===== config.mk =====
export PLATFORM = sky130hd
export DESIGN_NAME = usb_buffer_descriptor_table
export DESIGN_NICKNAME = d
export VERILOG_FILES = /design/src/ubdt_pkg.sv /design/src/ubdt_idx_if.sv /design/src/ubdt_index_calc.sv /design/src/usb_buffer_descriptor_table.sv
export SDC_FILE = /design/constraint.sdc
export NUM_CORES = 1
export LEC_CHECK = 0
export BUFFER_PORTS_ARGS = -buffer_cell sky130_fd_sc_hd__clkbuf_2
export CAP_MARGIN = 20
export CELL_PAD_IN_SITES_DETAIL_PLACEMENT = 1
export CELL_PAD_IN_SITES_GLOBAL_PLACEMENT = 2
export CORE_MARGIN = 8
export CORE_UTILIZATION = 30
export CTS_BUF_LIST = sky130_fd_sc_hd__clkbuf_16
export DETAILED_ROUTE_END_ITERATION = 10
export PLACE_DENSITY_LB_ADDON = 0.3
export SYNTH_ARGS = -nofsm -noshare
export SYNTH_HDL_FRONTEND = slang
export SYNTH_SLANG_ARGS = --single-unit

===== constraint.sdc =====
create_clock -name mclk -period 3.4 [get_ports mclk]
set_input_delay 0.34 -clock mclk [delete_from_list [all_inputs] [get_ports mclk]]
set_output_delay 0.34 -clock mclk [all_outputs]
set_load 0.01 [all_outputs]

===== src/ubdt_pkg.sv =====
// Package with register map, field positions and reset values of the descriptor table block.
package ubdt_pkg;
	// Register byte offsets on the APB slave.
	localparam logic [7:0] UBDT_OFS_CONTROL = 8'h00;
	localparam logic [7:0] UBDT_OFS_OTG = 8'h04;
	localparam logic [7:0] UBDT_OFS_CONFIG = 8'h08;
	localparam logic [7:0] UBDT_OFS_BASE = 8'h0C;
	localparam logic [7:0] UBDT_OFS_TOKEN = 8'h10;
	localparam logic [7:0] UBDT_OFS_XSTAT = 8'h14;
	localparam logic [7:0] UBDT_OFS_POWER = 8'h18;
	localparam logic [7:0] UBDT_OFS_ENGINE = 8'h1C;

	// Field positions in usb_control.
	localparam int UBDT_CTL_MODEN = 0;
	localparam int UBDT_CTL_HOST = 3;
	// Field positions in otg_control.
	localparam int UBDT_OTG_DPUP = 7;
	localparam int UBDT_OTG_DPDN = 5;
	localparam int UBDT_OTG_DMDN = 4;
	localparam int UBDT_OTG_OVREN = 2;
	// Field position in the power register.
	localparam int UBDT_PWR_ON = 0;
	// Endpoint field of usb_transfer_status, bits 7 to 4.
	localparam int UBDT_XST_EP_LSB = 4;
	localparam int UBDT_XST_DIR = 3;
	localparam int UBDT_XST_ODD = 2;

	// Reset values.
	localparam logic [7:0] UBDT_RST_CONTROL = 8'h00;
	localparam logic [7:0] UBDT_RST_OTG = 8'h00;
	localparam logic [1:0] UBDT_RST_CONFIG = 2'h0;
	localparam logic [7:0] UBDT_RST_BASE = 8'h00;
	localparam logic [3:0] UBDT_RST_TOKEN = 4'h0;
	localparam logic [7:0] UBDT_RST_XSTAT = 8'h00;

	// Descriptor layout: 4 bytes each, status word then buffer address.
	localparam int UBDT_TABLE_ALIGN_BITS = 9;
	localparam logic [15:0] UBDT_ADDR_WORD_OFS = 16'h0002;
	localparam int UBDT_OWN_BIT = 15;
	localparam int UBDT_DTS_BIT = 14;

	// Ping-pong modes of usb_config_one bits 1:0.
	typedef enum logic [1:0] {
		UBDT_PP_NONE = 2'b00,
		UBDT_PP_EP0RX = 2'b01,
		UBDT_PP_ALL = 2'b10,
		UBDT_PP_NOTEP0 = 2'b11
	} ubdt_pp_t;

	// Descriptor engine states.
	typedef enum logic [2:0] {
		UBDT_ST_IDLE = 3'b000,
		UBDT_ST_RDSTAT = 3'b001,
		UBDT_ST_RDADDR = 3'b010,
		UBDT_ST_WRSTAT = 3'b011,
		UBDT_ST_DONE = 3'b100
	} ubdt_state_t;
endpackage


===== src/ubdt_idx_if.sv =====
// Interface carrying endpoint selection into the descriptor index calculator.
interface ubdt_idx_if;
	import ubdt_pkg::*;
	logic [3:0] endpoint;
	logic dirTx;
	logic odd;
	ubdt_pp_t ppMode;
	logic [5:0] index;
	modport calc (input endpoint, input dirTx, input odd, input ppMode,
		output index);
	modport user (output endpoint, output dirTx, output odd, output ppMode,
		input index);
endinterface


===== src/ubdt_index_calc.sv =====
// Descriptor index from endpoint, direction and ping-pong mode.
module ubdt_index_calc
	import ubdt_pkg::*;
(
	ubdt_idx_if.calc sel
);
	logic [5:0] ep2;
	logic [5:0] ep4;
	logic [5:0] dirBit;
	logic [5:0] oddBit;

	// Index arithmetic is kept at six bits, enough for 64 descriptors.
	assign ep2 = {1'b0, sel.endpoint, 1'b0};
	assign ep4 = {sel.endpoint, 2'b00};
	assign dirBit = {5'h00, sel.dirTx};
	assign oddBit = {5'h00, sel.odd};

	// One case per ping-pong layout of the table.
	always_comb begin
		case (sel.ppMode)
			UBDT_PP_NONE: begin
				sel.index = ep2 + dirBit;
			end
			UBDT_PP_EP0RX: begin
				if (sel.endpoint == 4'h0) begin
					sel.index = sel.dirTx ? 6'h02 : oddBit;
				end else begin
					sel.index = ep2 + 6'h01 + dirBit;
				end
			end
			UBDT_PP_ALL: begin
				sel.index = ep4 + {dirBit[4:0], 1'b0} + oddBit;
			end
			UBDT_PP_NOTEP0: begin
				if (sel.endpoint == 4'h0) begin
					sel.index = dirBit;
				end else begin
					sel.index = ep4 - 6'h02 + {dirBit[4:0], 1'b0} + oddBit;
				end
			end
			default: begin
				sel.index = 6'h00;
			end
		endcase
	end
endmodule


===== src/usb_buffer_descriptor_table.sv =====
// Descriptor table engine, pull resistor control and APB register file.
//
// How it works
// - Table is a 512-byte aligned RAM block; addresses assume that.
// - Table location comes only from the table base pointer upper byte.
// - Descriptor is two 16-bit words: status, then buffer address.
// - Up to 64 descriptors, index 0 to 63.
// - Buffer addresses are 16 bits, so only the lowest 64 Kbytes.
// - Table spans at most 256 bytes, at least eight bytes.
// - Index chosen from endpoint, direction and ping-pong field.
// - Host mode always uses endpoint 0 descriptors and control.
// - Host mode reports remote source endpoint in status bits 7:4.
// - Host mode addresses transmits to the token register endpoint.
// - Owner flag clear means CPU owns; set means module owns.
// - Status word reads are allowed to both parties at any time.
// - Status word has two layouts; owner flag (bit 15) and byte count (bits 9:0) are shared.
// - Module writes token PID and actual byte count into status.
// - Pull-downs follow host enable, or OTG bits 5:4 under override.
// - Suspend never releases the device pull-up.
// - D+ pull-up follows enable and power, or OTG bit 7 on override.
// - D+ pull-up is forced off below the session-valid threshold.
//
// Implementation choices: the placing of the registers and the APB interface to the registers.
module usb_buffer_descriptor_table
	import ubdt_pkg::*;
(
	input wire logic mclk,
	input wire logic sys_rst,
	// APB slave.
	input wire logic psel,
	input wire logic penable,
	input wire logic pwrite,
	input wire logic [7:0] paddr,
	input wire logic [31:0] pwdata,
	output logic [31:0] prdata,
	output logic pready,
	output logic pslverr,
	// Serial engine side, same clock.
	input wire logic engFetch,
	input wire logic engComplete,
	input wire logic [3:0] engEndpoint,
	input wire logic engDirTx,
	input wire logic engOdd,
	input wire logic [3:0] engPid,
	input wire logic engDts,
	input wire logic [9:0] engByteCount,
	output logic engDone,
	output logic engOwned,
	output logic [15:0] engBufAddr,
	output logic [9:0] engMaxCount,
	output logic [3:0] tokenEndpoint,
	output logic hostMode,
	// Data RAM port, 16-bit words.
	output logic memReq,
	output logic memWrite,
	output logic [15:0] memAddr,
	output logic [15:0] memWdata,
	input wire logic memAck,
	input wire logic [15:0] memRdata,
	// Pins and pull resistor controls.
	input wire logic vbusSessionValid,
	output logic dplusPullup,
	output logic dplusPulldown,
	output logic dminusPulldown
);
	logic [7:0] usbControl_q;
	logic [7:0] otgControl_q;
	logic [1:0] configOne_q;
	logic [7:0] tableBase_q;
	logic [3:0] tokenReg_q;
	logic [7:0] xferStatus_q;
	logic modulePower_q;
	logic vbusMeta_q;
	logic vbusSync_q;
	ubdt_state_t state_q;
	logic opComplete_q;
	logic [3:0] opEndpoint_q;
	logic opDirTx_q;
	logic opOdd_q;
	logic [3:0] opPid_q;
	logic opDts_q;
	logic [9:0] opCount_q;
	logic [15:0] descAddr_q;
	logic engDone_q;
	logic engOwned_q;
	logic [15:0] engBufAddr_q;
	logic [9:0] engMaxCount_q;
	logic [31:0] prdata_q;
	logic apbSetup;
	logic apbWrite;
	logic addrHit;
	logic [31:0] readMux;
	logic [15:0] tableOrigin;
	logic [15:0] descAddr_d;
	logic overrideEn;
	logic startOp;

	ubdt_idx_if idxBus ();

	// Zero-wait slave; unmapped offsets answer with an error.
	assign apbSetup = psel && !penable;
	assign apbWrite = psel && penable && pwrite && addrHit;
	assign pready = 1'b1;
	assign pslverr = psel && penable && !addrHit;
	assign prdata = prdata_q;

	// Decode of the implemented offsets.
	always_comb begin
		case (paddr)
			UBDT_OFS_CONTROL, UBDT_OFS_OTG, UBDT_OFS_CONFIG,
			UBDT_OFS_BASE, UBDT_OFS_TOKEN, UBDT_OFS_XSTAT,
			UBDT_OFS_POWER, UBDT_OFS_ENGINE: begin
				addrHit = 1'b1;
			end
			default: begin
				addrHit = 1'b0;
			end
		endcase
	end

	// Read data is chosen here and held in a flop for the access phase.
	always_comb begin
		case (paddr)
			UBDT_OFS_CONTROL: readMux = {24'h00_0000, usbControl_q};
			UBDT_OFS_OTG: readMux = {24'h00_0000, otgControl_q};
			UBDT_OFS_CONFIG: readMux = {30'h0000_0000, configOne_q};
			UBDT_OFS_BASE: readMux = {24'h00_0000, tableBase_q};
			UBDT_OFS_TOKEN: readMux = {28'h000_0000, tokenReg_q};
			UBDT_OFS_XSTAT: readMux = {24'h00_0000, xferStatus_q};
			UBDT_OFS_POWER: readMux = {31'h0000_0000, modulePower_q};
			UBDT_OFS_ENGINE: readMux = {28'h000_0000, engOwned_q,
				state_q};
			default: readMux = 32'h0000_0000;
		endcase
	end

	// Read data is latched in the setup cycle so it is stable in access.
	always_ff @(posedge mclk) begin
		if (sys_rst) begin
			prdata_q <= 32'h0000_0000;
		end else if (apbSetup) begin
			prdata_q <= readMux;
		end
	end

	// Control registers written by software.
	always_ff @(posedge mclk) begin
		if (sys_rst) begin
			usbControl_q <= UBDT_RST_CONTROL;
			otgControl_q <= UBDT_RST_OTG;
			configOne_q <= UBDT_RST_CONFIG;
			modulePower_q <= 1'b0;
		end else if (apbWrite) begin
			case (paddr)
				UBDT_OFS_CONTROL: usbControl_q <= pwdata[7:0];
				UBDT_OFS_OTG: otgControl_q <= pwdata[7:0];
				UBDT_OFS_CONFIG: configOne_q <= pwdata[1:0];
				UBDT_OFS_POWER: modulePower_q <= pwdata[UBDT_PWR_ON];
				default: begin
				end
			endcase
		end
	end

	// The base pointer alone places the table in RAM.
	always_ff @(posedge mclk) begin
		if (sys_rst) begin
			tableBase_q <= UBDT_RST_BASE;
		end else if (apbWrite && paddr == UBDT_OFS_BASE) begin
			tableBase_q <= pwdata[7:0];
		end
	end

	// Destination endpoint for host transmits.
	always_ff @(posedge mclk) begin
		if (sys_rst) begin
			tokenReg_q <= UBDT_RST_TOKEN;
		end else if (apbWrite && paddr == UBDT_OFS_TOKEN) begin
			tokenReg_q <= pwdata[3:0];
		end
	end

	assign hostMode = usbControl_q[UBDT_CTL_HOST];
	assign tokenEndpoint = tokenReg_q;

	// The session-valid comparator output is a pin, so it is synchronised.
	always_ff @(posedge mclk) begin
		if (sys_rst) begin
			vbusMeta_q <= 1'b0;
			vbusSync_q <= 1'b0;
		end else begin
			vbusMeta_q <= vbusSessionValid;
			vbusSync_q <= vbusMeta_q;
		end
	end

	// Pull resistors. Suspend has no input here on purpose: the pull-up
	// must stay on through suspend, so nothing in suspend may drop it.
	assign overrideEn = otgControl_q[UBDT_OTG_OVREN];
	always_ff @(posedge mclk) begin
		if (sys_rst) begin
			dplusPullup <= 1'b0;
			dplusPulldown <= 1'b0;
			dminusPulldown <= 1'b0;
		end else begin
			// Below session valid the pull-up is forced off.
			if (!vbusSync_q) begin
				dplusPullup <= 1'b0;
			end else if (overrideEn) begin
				dplusPullup <= otgControl_q[UBDT_OTG_DPUP];
			end else begin
				dplusPullup <= usbControl_q[UBDT_CTL_MODEN] &&
					modulePower_q;
			end
			if (overrideEn) begin
				dplusPulldown <= otgControl_q[UBDT_OTG_DPDN];
				dminusPulldown <= otgControl_q[UBDT_OTG_DMDN];
			end else begin
				dplusPulldown <= hostMode;
				dminusPulldown <= hostMode;
			end
		end
	end

	// In host mode every transfer is mapped onto endpoint 0.
	assign idxBus.endpoint = hostMode ? 4'h0 : engEndpoint;
	assign idxBus.dirTx = engDirTx;
	assign idxBus.odd = engOdd;
	assign idxBus.ppMode = ubdt_pp_t'(configOne_q);

	ubdt_index_calc idxCalc (
		.sel(idxBus.calc)
	);

	// The table origin drops the low pointer bit: the table is 512-byte
	// aligned, so no carry out of the descriptor offset is possible.
	assign tableOrigin = {tableBase_q[7:1], {UBDT_TABLE_ALIGN_BITS{1'b0}}};
	assign descAddr_d = tableOrigin | {8'h00, idxBus.index, 2'b00};

	assign startOp = state_q == UBDT_ST_IDLE && (engFetch || engComplete);

	// Request capture; the engine handles one operation at a time and
	// ignores new strobes until it has returned to idle.
	always_ff @(posedge mclk) begin
		if (sys_rst) begin
			opComplete_q <= 1'b0;
			opEndpoint_q <= 4'h0;
			opDirTx_q <= 1'b0;
			opOdd_q <= 1'b0;
			opPid_q <= 4'h0;
			opDts_q <= 1'b0;
			opCount_q <= 10'h000;
			descAddr_q <= 16'h0000;
		end else if (startOp) begin
			opComplete_q <= engComplete;
			opEndpoint_q <= engEndpoint;
			opDirTx_q <= engDirTx;
			opOdd_q <= engOdd;
			opPid_q <= engPid;
			opDts_q <= engDts;
			opCount_q <= engByteCount;
			descAddr_q <= descAddr_d;
		end
	end

	// Engine sequence: a fetch reads status, then the buffer address if the module owns it; a
	// completion rewrites the status word and hands ownership back.
	always_ff @(posedge mclk) begin
		if (sys_rst) begin
			state_q <= UBDT_ST_IDLE;
		end else begin
			case (state_q)
				UBDT_ST_IDLE: begin
					if (engComplete) begin
						state_q <= UBDT_ST_WRSTAT;
					end else if (engFetch) begin
						state_q <= UBDT_ST_RDSTAT;
					end
				end
				UBDT_ST_RDSTAT: begin
					if (memAck) begin
						// A descriptor the CPU owns is left untouched.
						state_q <= memRdata[UBDT_OWN_BIT] ?
							UBDT_ST_RDADDR : UBDT_ST_DONE;
					end
				end
				UBDT_ST_RDADDR: begin
					if (memAck) begin
						state_q <= UBDT_ST_DONE;
					end
				end
				UBDT_ST_WRSTAT: begin
					if (memAck) begin
						state_q <= UBDT_ST_DONE;
					end
				end
				UBDT_ST_DONE: begin
					state_q <= UBDT_ST_IDLE;
				end
				default: begin
					state_q <= UBDT_ST_IDLE;
				end
			endcase
		end
	end

	// RAM port. Requests hold until acknowledged; the status word sits at
	// the descriptor address and the buffer address word two bytes on.
	always_comb begin
		memReq = 1'b0;
		memWrite = 1'b0;
		memAddr = descAddr_q;
		memWdata = 16'h0000;
		case (state_q)
			UBDT_ST_RDSTAT: begin
				memReq = 1'b1;
			end
			UBDT_ST_RDADDR: begin
				memReq = 1'b1;
				memAddr = descAddr_q + UBDT_ADDR_WORD_OFS;
			end
			UBDT_ST_WRSTAT: begin
				memReq = 1'b1;
				memWrite = 1'b1;
				// Module layout of the status word; owner flag cleared
				// so the CPU regains the descriptor.
				memWdata = {1'b0, opDts_q, opPid_q, opCount_q};
			end
			default: begin
			end
		endcase
	end

	// Results of a fetch, held until the next operation.
	always_ff @(posedge mclk) begin
		if (sys_rst) begin
			engOwned_q <= 1'b0;
			engMaxCount_q <= 10'h000;
			engBufAddr_q <= 16'h0000;
		end else if (memAck && state_q == UBDT_ST_RDSTAT) begin
			engOwned_q <= memRdata[UBDT_OWN_BIT];
			engMaxCount_q <= memRdata[9:0];
		end else if (memAck && state_q == UBDT_ST_RDADDR) begin
			// Full 16-bit word: reach is the lowest 64 Kbytes.
			engBufAddr_q <= memRdata;
		end else if (memAck && state_q == UBDT_ST_WRSTAT) begin
			engOwned_q <= 1'b0;
		end
	end

	// One-cycle done pulse after each operation.
	always_ff @(posedge mclk) begin
		if (sys_rst) begin
			engDone_q <= 1'b0;
		end else begin
			engDone_q <= state_q == UBDT_ST_DONE;
		end
	end

	assign engDone = engDone_q;
	assign engOwned = engOwned_q;
	assign engBufAddr = engBufAddr_q;
	assign engMaxCount = engMaxCount_q;

	// Transfer status after a completion. In host mode the endpoint field
	// reports the remote endpoint, not the endpoint 0 slot used.
	always_ff @(posedge mclk) begin
		if (sys_rst) begin
			xferStatus_q <= UBDT_RST_XSTAT;
		end else if (memAck && state_q == UBDT_ST_WRSTAT) begin
			xferStatus_q[7:UBDT_XST_EP_LSB] <= opEndpoint_q;
			xferStatus_q[UBDT_XST_DIR] <= opDirTx_q;
			xferStatus_q[UBDT_XST_ODD] <= opOdd_q;
			xferStatus_q[1:0] <= 2'b00;
		end
	end
endmodule


==> run metrics, run 1 <==
Hold WC Path Type=input pin to register; multiplexer share of the synthesized area=4.251%; Antenna Nets Post-Route=0; DP HPWL=around 13 mm; outcome=finished, final reports clean; Chip Height=149.6 microns; Cell Rows=49; Worst Skew=0.007086 ns; Arr. time, crit path=approximately 2.2 ns; Max VDD drop=about 0.00034 V; # H-tree levels=4; total wire length=18.15 mm; Area contributors post-synth=dfxtp_1 43%, nand2_1 10%, a21oi_1 8.1%, buf_4 4.2%, nand3_1 3.4%; Seq/Total Area, Yosys=between 40% and 50%; Clock Sink Count=roughly 120; vias in the first global route=~5500; cell with the most instances after synthesis=nand2_1; net count reported at finish=~860; worst slew pin tran=between 0.7 and 0.8 ns; max_cap viols=0; first-pass GRT wire length=slightly below 30 mm; Die Span X=approximately 150 microns; antenna violations before repair=1; Cell Area, Synth=between 5000 and 6000 sq um; Rel. slew slack=about half; die area=approximately 22000 sq um; CP startpoint=state_q[1]$_SDFFE_PP0P_; DRT iter0 DRCs=250; Pleak=2.792 nW; vias per cell=4.981; largest family of logic cells by synthesized area=simple AND/OR/NAND/NOR gates; CP Capture Point=memWdata[9]; post-synth top area share=a little over two fifths; Initial Util=a little under a third; share of cells above drive strength 1=a little under a quarter; adder-cell share of the synthesized area=less than 1%; Avg Cell Area, Syn=between 8 and 9 sq um; crit-path max FO=23; Yosys cell types=61; Max Clock Freq=395.7 MHz; pin count of the biggest net entering global routing=42; DR WL/cell=17.83 microns; Finish-stage setup viols=0; CTS resizes=0; EDFF count, synth=0; PD cells=between 500 and 600 nW/um^2; Via Count=approximately 5000; GRT Residual Overflow=0; final hold vios=0; Num CTS Buffers=17; Reg clk slew, reported paths=around 0.05 ns; Post-synth top flop=dfxtp_1; required time worst endpoint=roughly 3.1 ns; total power=around 3.7 mW; asr flop ratio synth=0%; Tcrit/Tclk final=roughly three quarters; simple-gate area share of the yosys netlist=a little over a quarter; startpoint types=register; clk_lat worst skew=between 0.4 and 0.5 ns; max-slew violation count=0; root buf cell=clkbuf_16; TNS Setup=0 ns; R2R depth=4; R2R Setup Slk=between 1 and 1.5 ns; yosys warns=0; Synth Area in XOR/XNOR=less than 1%; critical path type=register to primary output; hold_sp=memRdata[10]; Core Area=between 15000 and 20000 sq um; top-level I/O count=190; DRC=0; Post-CTS Setup Inserts=0; CTS tree=built; area leader, netlist=dfxtp_1; P&R area growth vs syn=24.34%; type of element capturing the critical path=primary output; PortBufs=~140; RR Startpoint=state_q[1]$_SDFFE_PP0P_; Compound-Gate Fraction of Synth Area=around 16%; Seq cells post-synth=around 120; reg-to-reg critical path endpoint=xferStatus_q[6]$_SDFFE_PP0P_; RD Place Congestion=just under 0.8; Syn Inst Count=approximately 660; antenna cells=0; unrepaired setup endpoints after global routing=false; Clock Tree Buf Depth=2; DRT Pass-1 Iters=4; hold_buf cts=0; minimum clock period=between 2 and 3 ns; total track usage=approximately 17%; commonest cells in the netlist=142 x nand2_1, 115 x dfxtp_1, 87 x a21oi_1
worst min path at each step:
stage,to,cells past startpoint,slack [ns]
2_1_floorplan,vbusSync_q$_SDFF_PP0_,1,0.41
3_3_place_gp,vbusSync_q$_SDFF_PP0_,1,0.44
3_5_place_dp,opCount_q[9]$_SDFFE_PP0P_,2,0.45
4_1_cts,engBufAddr[10]$_SDFFE_PP0P_,3,0.13
5_1_grt,engBufAddr[10]$_SDFFE_PP0P_,3,0.13
6_report,engBufAddr[10]$_SDFFE_PP0P_,3,0.14
cell type report:
class,instances,area [sq um]
Clock buffer,17,425.4
Clock inverter,15,196.4
Fill cell,2175,11060
Inverter,8,30.03
Multi-Input combinational cell,491,2686
Sequential cell,115,2302
Tap cell,229,286.5
Timing Repair Buffer,143,733.2
placed cells by master, fill, tap and decap left out, types with 5 or more instances in the layout:
cell type  instances
and2_1            17
o21ai_0           16
a31oi_1            6
and3_1            10
mux2i_1           16
conb_1            28
nand2_1          142
nor2b_1           10
bufinv_16          5
clkbuf_2         136
mux2_2             6
a21oi_1           87
clkbuf_16         17
buf_4              7
dfxtp_1          115
nand4_1            6
nor2_1            32
nand2b_1           6
a32o_1             5
inv_1             10
nand3_1           36
per-layer routing:
metal	GRT usage, %	share of wire [%]	up-vias
met3	6.169	7.5	23
met5	0	0.072	-
met2	28.38	50	141
met4	5.553	1.5	2
met1	18.47	41	2444
li1	-	-	2461
through the flow:
step           cells  hold WS, ns  cell area, sq um  utilization, %  setup WS [ns]
2_1_floorplan    690       0.4138              5454               -          1.610
3_3_place_gp     986       0.4389              6038           34.08          1.176
3_5_place_dp     986       0.4492              6038           34.08          1.119
4_1_cts         1018       0.1262              6660           37.59         0.7998
5_1_grt         1018       0.1273              6660           37.59         0.6851
6_report        1018       0.1442              6660           37.59         0.8726
report_power, final:
part / internal [mW] / leakage, nW / switching [mW]
logic: 0.131 / 1.55 / 0.268
registers: 1.41 / 0.933 / 0.0429
clock network: 1.28 / 0.313 / 0.618
logic make-up (layout without fill, tap and decap cells):
group / after synthesis / in the layout
AOI/OAI and AO/OA: 145 / 145
xor gates and xnor gates: 3 / 3
adders and majority gates: 2 / 2
buffers and inverters: 84 / 183
DFF: 115 / 115
muxes: 22 / 22
other: 2 / 28
and+or+nand+nor: 291 / 291
critical path, cell delays in order (launching register included):
cell	delay [ns]
dfxtp_1	0.68
and3b_1	0.72
and2_1	0.23
clkbuf_2	0.13
registers in the layout, indices dropped and copies added (netlist names), 6 cells and up:
signal and count:
descAddr_q 13, engBufAddr 16, engMaxCount 10, opCount_q 10, otgControl_q 8, prdata 8
tableBase_q 8, usbControl_q 8, xferStatus_q 6
Power figures use the tool's default switching activity.
==> inputs of run 2 (changes only) <==
Settings changed: ABC_AREA set to 1, CORE_UTILIZATION 30 to 24.
Clock period 3.4 ns to 2.1 ns, I/O delays scaled along.
==> run metrics, run 2 <==
commonest non-fill, non-tap cell in the layout=nor2_1; die area=27160 sq um; area leader, netlist=dfxtp_1; Core Area=about 22000 sq um; RD Place Congestion=approximately 0.76; root buf cell=clkbuf_16; TNS Setup=0 ns; Clock Tree Buf Depth=2; final std cells w/o fill=~1200; combinational power share=15.3%; Seq cells post-synth=115; minimum clock period=1.973 ns; Clock Sink Count=approximately 120; type of element capturing the critical path=primary output; outcome=finished, final reports clean; share of cells above drive strength 1=24.92%; design area=just under 7000 sq um; required time worst endpoint=1.89 ns; most frequent cells in the layout=145 x nor2_1, 137 x clkbuf_2, 114 x dfxtp_1, 95 x nand2_1, 95 x o21ai_0; Crit-path slowest cell=dfxtp_1; Pleak=between 3 and 4 nW; total wire length=~18 mm; Avg Cell Area, Syn=just over 7 sq um; crit-path max FO=13; P&R area growth vs syn=28.73%; net count reported at finish=a little under 1000; asr flop ratio synth=0%; DP HPWL=about 14 mm; PortBufs=137; Compound-Gate Fraction of Synth Area=approximately 18%; Num CTS Buffers=17; Sw Share=~29%; Area contributors post-synth=dfxtp_1 43%, nor2_1 10%, o21ai_0 8.9%, nand2_1 6.7%, a21oi_1 6.2%; Cell Area, Synth=5314 sq um; post-synth top area share=a little over two fifths; clk_lat worst skew=between 0.4 and 0.5 ns; critical path type=register to primary output; Cell Rows=54; multiplexer share of the synthesized area=0%; Reg clk slew, reported paths=0.06 ns; area of placed instances=between 6000 and 7000 sq um; Yosys cell types=35; Worst Skew=~0.0068 ns; Hold Crit Depth=3; total track usage=between 10% and 20%; Max Clock Freq=around 510 MHz; first-pass GRT wire length=around 28 mm; GRT Residual Overflow=0; DRC=0; R2R depth=9; PD cells=about 990 nW/um^2; P_int=4.853 mW; adder-cell share of the synthesized area=less than 1%; Hold WC Path Type=input pin to register; CTS tree=built; Finish-stage setup viols=0; simple-gate area share of the yosys netlist=25.38%; DR WL/cell=around 16 microns; Switch Pwr=1.940 mW; Initial Util=between 20% and 30%; Tcrit/Tclk final=between 90% and 100%; Inst Count DP=around 1100; number of flip-flops in the largest register=16; antenna cells=0; Post-synth top flop=dfxtp_1; Max VDD drop=0.0005048 V; Syn Inst Count=around 740; DRT iter0 DRCs=approximately 240; Arr. time, crit path=approximately 1.8 ns; max_cap viols=0; Seq/Total Area, Yosys=roughly 43%; Clock power frac=47.9%; cell with the most instances after synthesis=nor2_1; yosys warns=0; final hold vios=0; Via Count=5159; Synth Area in XOR/XNOR=less than 1%; Antenna Nets Post-Route=0; Die Span X=around 160 microns; pin count of the biggest net entering global routing=46; vias per cell=4.391; CP max stage delay=roughly 0.38 ns; fin util=around a third; max-slew violation count=0; Chip Height=around 160 microns; startpoint types=register; DRT Pass-1 Iters=4; largest family of logic cells by synthesized area=simple AND/OR/NAND/NOR gates; hold_ws=between 0.05 and 0.06 ns; Sequential Power Share=between 30% and 40%; commonest cells in the netlist=145 x nor2_1, 115 x dfxtp_1, 95 x nand2_1, 95 x o21ai_0, 66 x a21oi_1; antenna violations before repair=0; Layout fillers=2731; vias in the first global route=5210; # H-tree levels=4; top-level I/O count=190; EDFF count, synth=0; crit path cell chain=inv_2, nand2_1, nor2_4, clkinvlp_4, buf_4, nor2_1, clkbuf_2
run 2: through the flow:
| step | setup slack, ns | power [mW] |
|---|---|---|
| after floorplan | 0.6405 | 3.268 |
| after CTS | 0.01603 | 6.912 |
| after global routing | -0.004239 | 7.157 |
| final | 0.1274 | 6.793 |
| after global placement | 0.4851 | 3.576 |
| after detailed placement | 0.4475 | 3.597 |
run 2: worst paths after layout:
path,slack [ns],end,startpoint
setup / recovery,0.13,memWdata[13],state_q[2]$_SDFFE_PP0P_
hold / removal,0.05,engBufAddr[14]$_SDFFE_PP0P_,memRdata[14]
setup reg to reg,0.49,descAddr_q[5]$_SDFFE_PP0P_,state_q[0]$_SDFFE_PP0P_
hold reg to reg,0.41,vbusSync_q$_SDFF_PP0_,vbusMeta_q$_SDFF_PP0_
run 2: cell families after synthesis:
family | Yosys count
flops | 115
buf+inv | 131
simple gates | 305
xor+xnor | 1
other cells | 2
fa+ha+maj | 2
compound gates | 185
run 2: critical path, delay by kind of cell, from the launching register on:
family        cells  cell delay, ns
buf+inv           4            0.56
simple gates      3            0.41
flops             1            0.38
run 2: per-layer routing:
metal / global-route usage (%) / wire length, microns / up-vias
li1: - / - / 2614
met1: 17.62 / 8636 / 2416
met5: 0 / 0 / -
met4: 4.054 / 178 / 0
met3: 3.265 / 890 / 13
met2: 21.70 / 8509 / 116
run 2: layout make-up:
type / instances / area, sq um / share of cell area [%]
Multi-Input combinational cell: 521 / 2442 / 35.71
Clock buffer: 17 / 425.4 / 6.219
Clock inverter: 15 / 230.2 / 3.366
Sequential cell: 115 / 2303 / 33.67
Tap cell: 280 / 350.3 / 5.122
Inverter: 76 / 295.3 / 4.317
Timing Repair Buffer: 151 / 793.3 / 11.60
run 2: timing repair:
action	in CTS	in global routing
hold endpoints to repair	1	0
resized for setup	0	3
buffers inserted	0	2
hold buffers	1	0
endpoints found under the setup margin	0	15
run 2: power by group through the flow:
stage / logic, mW / registers, mW / clock network [mW]
finish: 1.04 / 2.50 / 3.26
global route: 1.20 / 2.52 / 3.44
CTS: 1.06 / 2.50 / 3.35
detailed placement: 1.05 / 2.54 / 0
global placement: 1.04 / 2.54 / 0
floorplan: 0.696 / 2.57 / 0
==> inputs of run 3 (changes only) <==
Settings changed: REMOVE_ABC_BUFFERS set to 1.
==> run metrics, run 3 (synthesis results as in run 2) <==
Sw Share=30.09%; Hold WC Path Type=input pin to register; CP startpoint=state_q[0]$_SDFFE_PP0P_; vias in the first global route=between 5000 and 6000; clk_lat worst skew=0.41 ns; DP HPWL=between 10 and 15 mm; TNS Setup=0 ns; DRC=0; critical path type=register to primary output; Reg clk slew, reported paths=0.06 ns; startpoint types=register; first-pass GRT wire length=around 28 mm; number of flip-flops in the largest register=16; vias per cell=about 4.4; CTS tree=built; Cell Rows=between 50 and 60; Clock Tree Buf Depth=2; required time worst endpoint=approximately 1.9 ns; Chip Height=~160 microns; pin count of the biggest net entering global routing=between 60 and 70; antenna violations before repair=0; most frequent cells in the layout=145 x nor2_1, 137 x clkbuf_2, 115 x dfxtp_1, 95 x nand2_1, 95 x o21ai_0; antenna cells=0; Tcrit/Tclk final=91.93%; PD cells=947.2 nW/um^2; Switch Pwr=about 1.9 mW; Finish-stage setup viols=0; CP max stage delay=approximately 0.44 ns; Clock power frac=between 40 and 50%; commonest non-fill, non-tap cell in the layout=nor2_1; final std cells w/o fill=roughly 1200; Crit-path slowest cell=dfxtp_1; outcome=finished, final reports clean; final hold vios=0; hold_sp=memRdata[14]; die area=about 27000 sq um; GRT Residual Overflow=0; share of cells above drive strength 1=approximately 25%; Inst Count DP=1142; crit-path max FO=15; top-level I/O count=190; design area=just under 7000 sq um; minimum clock period=a little under 2 ns; max-slew violation count=0; Worst Skew=0.01285 ns; unrepaired setup endpoints after global routing=false; Antenna Nets Post-Route=0; P&R area growth vs syn=27.76%; Sequential Power Share=roughly two fifths; Num CTS Buffers=17; combinational power share=between 10% and 20%; # H-tree levels=4; crit path cell chain=nand2_1, nor2_2, clkinvlp_4, buf_12, nor2_1, clkbuf_2; Initial Util=approximately a quarter; total track usage=between 10% and 20%; PortBufs=137; DR WL/cell=between 15 and 20 microns; DRT Pass-1 Iters=4; Via Count=5136; Arr. time, crit path=approximately 1.7 ns; DRT iter0 DRCs=roughly 190; Pleak=3.083 nW; Die Span X=around 160 microns; fin util=between 30% and 40%; P_int=~4.5 mW; Clock Sink Count=115; Place WS=just under 0.4 ns; total wire length=around 18 mm; RR Startpoint=state_q[0]$_SDFFE_PP0P_; root buf cell=clkbuf_16; type of element capturing the critical path=primary output; Core Area=~22000 sq um; Max VDD drop=between 0.0003 and 0.0004 V; max_cap viols=0; net count reported at finish=between 900 and 1000; area of placed instances=6177 sq um; RD Place Congestion=0.7677; setup slack after layout=~0.17 ns; Max Clock Freq=just over 500 MHz
==> run 3: cell types whose count changed in the layout (fill, tap and decap cells not counted) <==
cell	previous run	this run
clkinv_1	1	2
clkinv_4	4	2
nor2_4	7	6
bufinv_16	5	2
buf_12	0	2
buf_4	13	12
inv_6	2	5
dfxtp_1	114	115
dfxtp_2	1	0
nor2_2	6	7
==> run 3: through the flow <==
stage | hold slack (ns) | power (mW)
after floorplan | 0.2791 | 3.134
after global placement | 0.3938 | 3.579
after detailed placement | 0.4029 | 3.601
after CTS | 0.04766 | 6.530
after global routing | 0.06225 | 6.769
final | 0.06392 | 6.431
==> run 3: worst max-delay path, delay by kind of cell (launching register included) <==
kind                   cells  cell delay, ns
DFF                        1            0.44
and+or+nand+nor            3            0.43
buffers and inverters      3            0.44
==> run 3: repair_timing <==
item / CTS / global route
resized for setup: 0 / 1
endpoints found under the hold margin: 1 / 0
setup buffers: 0 / 1
hold buffers: 1 / 0
setup endpoints to repair: 0 / 4
==> run 3: worst paths after layout <==
path | end | slack, ns | depth (start not counted)
worst max-delay path | memWdata[10] | 0.17 | 6
worst min-delay path | engBufAddr[14]$_SDFFE_PP0P_ | 0.06 | 3
worst max register to register | descAddr_q[6]$_SDFFE_PP0P_ | 0.42 | 9
worst min register to register | vbusSync_q$_SDFF_PP0_ | 0.41 | 2
==> run 3: final cells by class <==
cell class                 instances  area, sq um
timing repair buffer             152        825.8
fill                            2750        14970
tap                              280        350.3
clock buffer                      17        425.4
inverter                          76        295.3
clock inverter                    14        152.6
sequential                       115         2302
multi-input combinational        521         2437
==> run 3: layer usage <==
layer | vias to the layer above | part of all wire (%) | global-route usage (%)
li1 | 2618 | - | -
met1 | 2398 | 49 | 17.69
met2 | 112 | 45 | 20.79
met3 | 8 | 5.3 | 3.066
met4 | 0 | 0.50 | 2.826
met5 | - | 0 | 0
==> run 3: power by group through the flow <==
stage / logic, mW / registers (mW) / clock network (mW)
finish: 1.05 / 2.49 / 2.89
floorplan: 0.563 / 2.57 / 0
global route: 1.19 / 2.52 / 3.06
CTS: 1.07 / 2.49 / 2.97
global placement: 1.05 / 2.53 / 0
detailed placement: 1.06 / 2.54 / 0
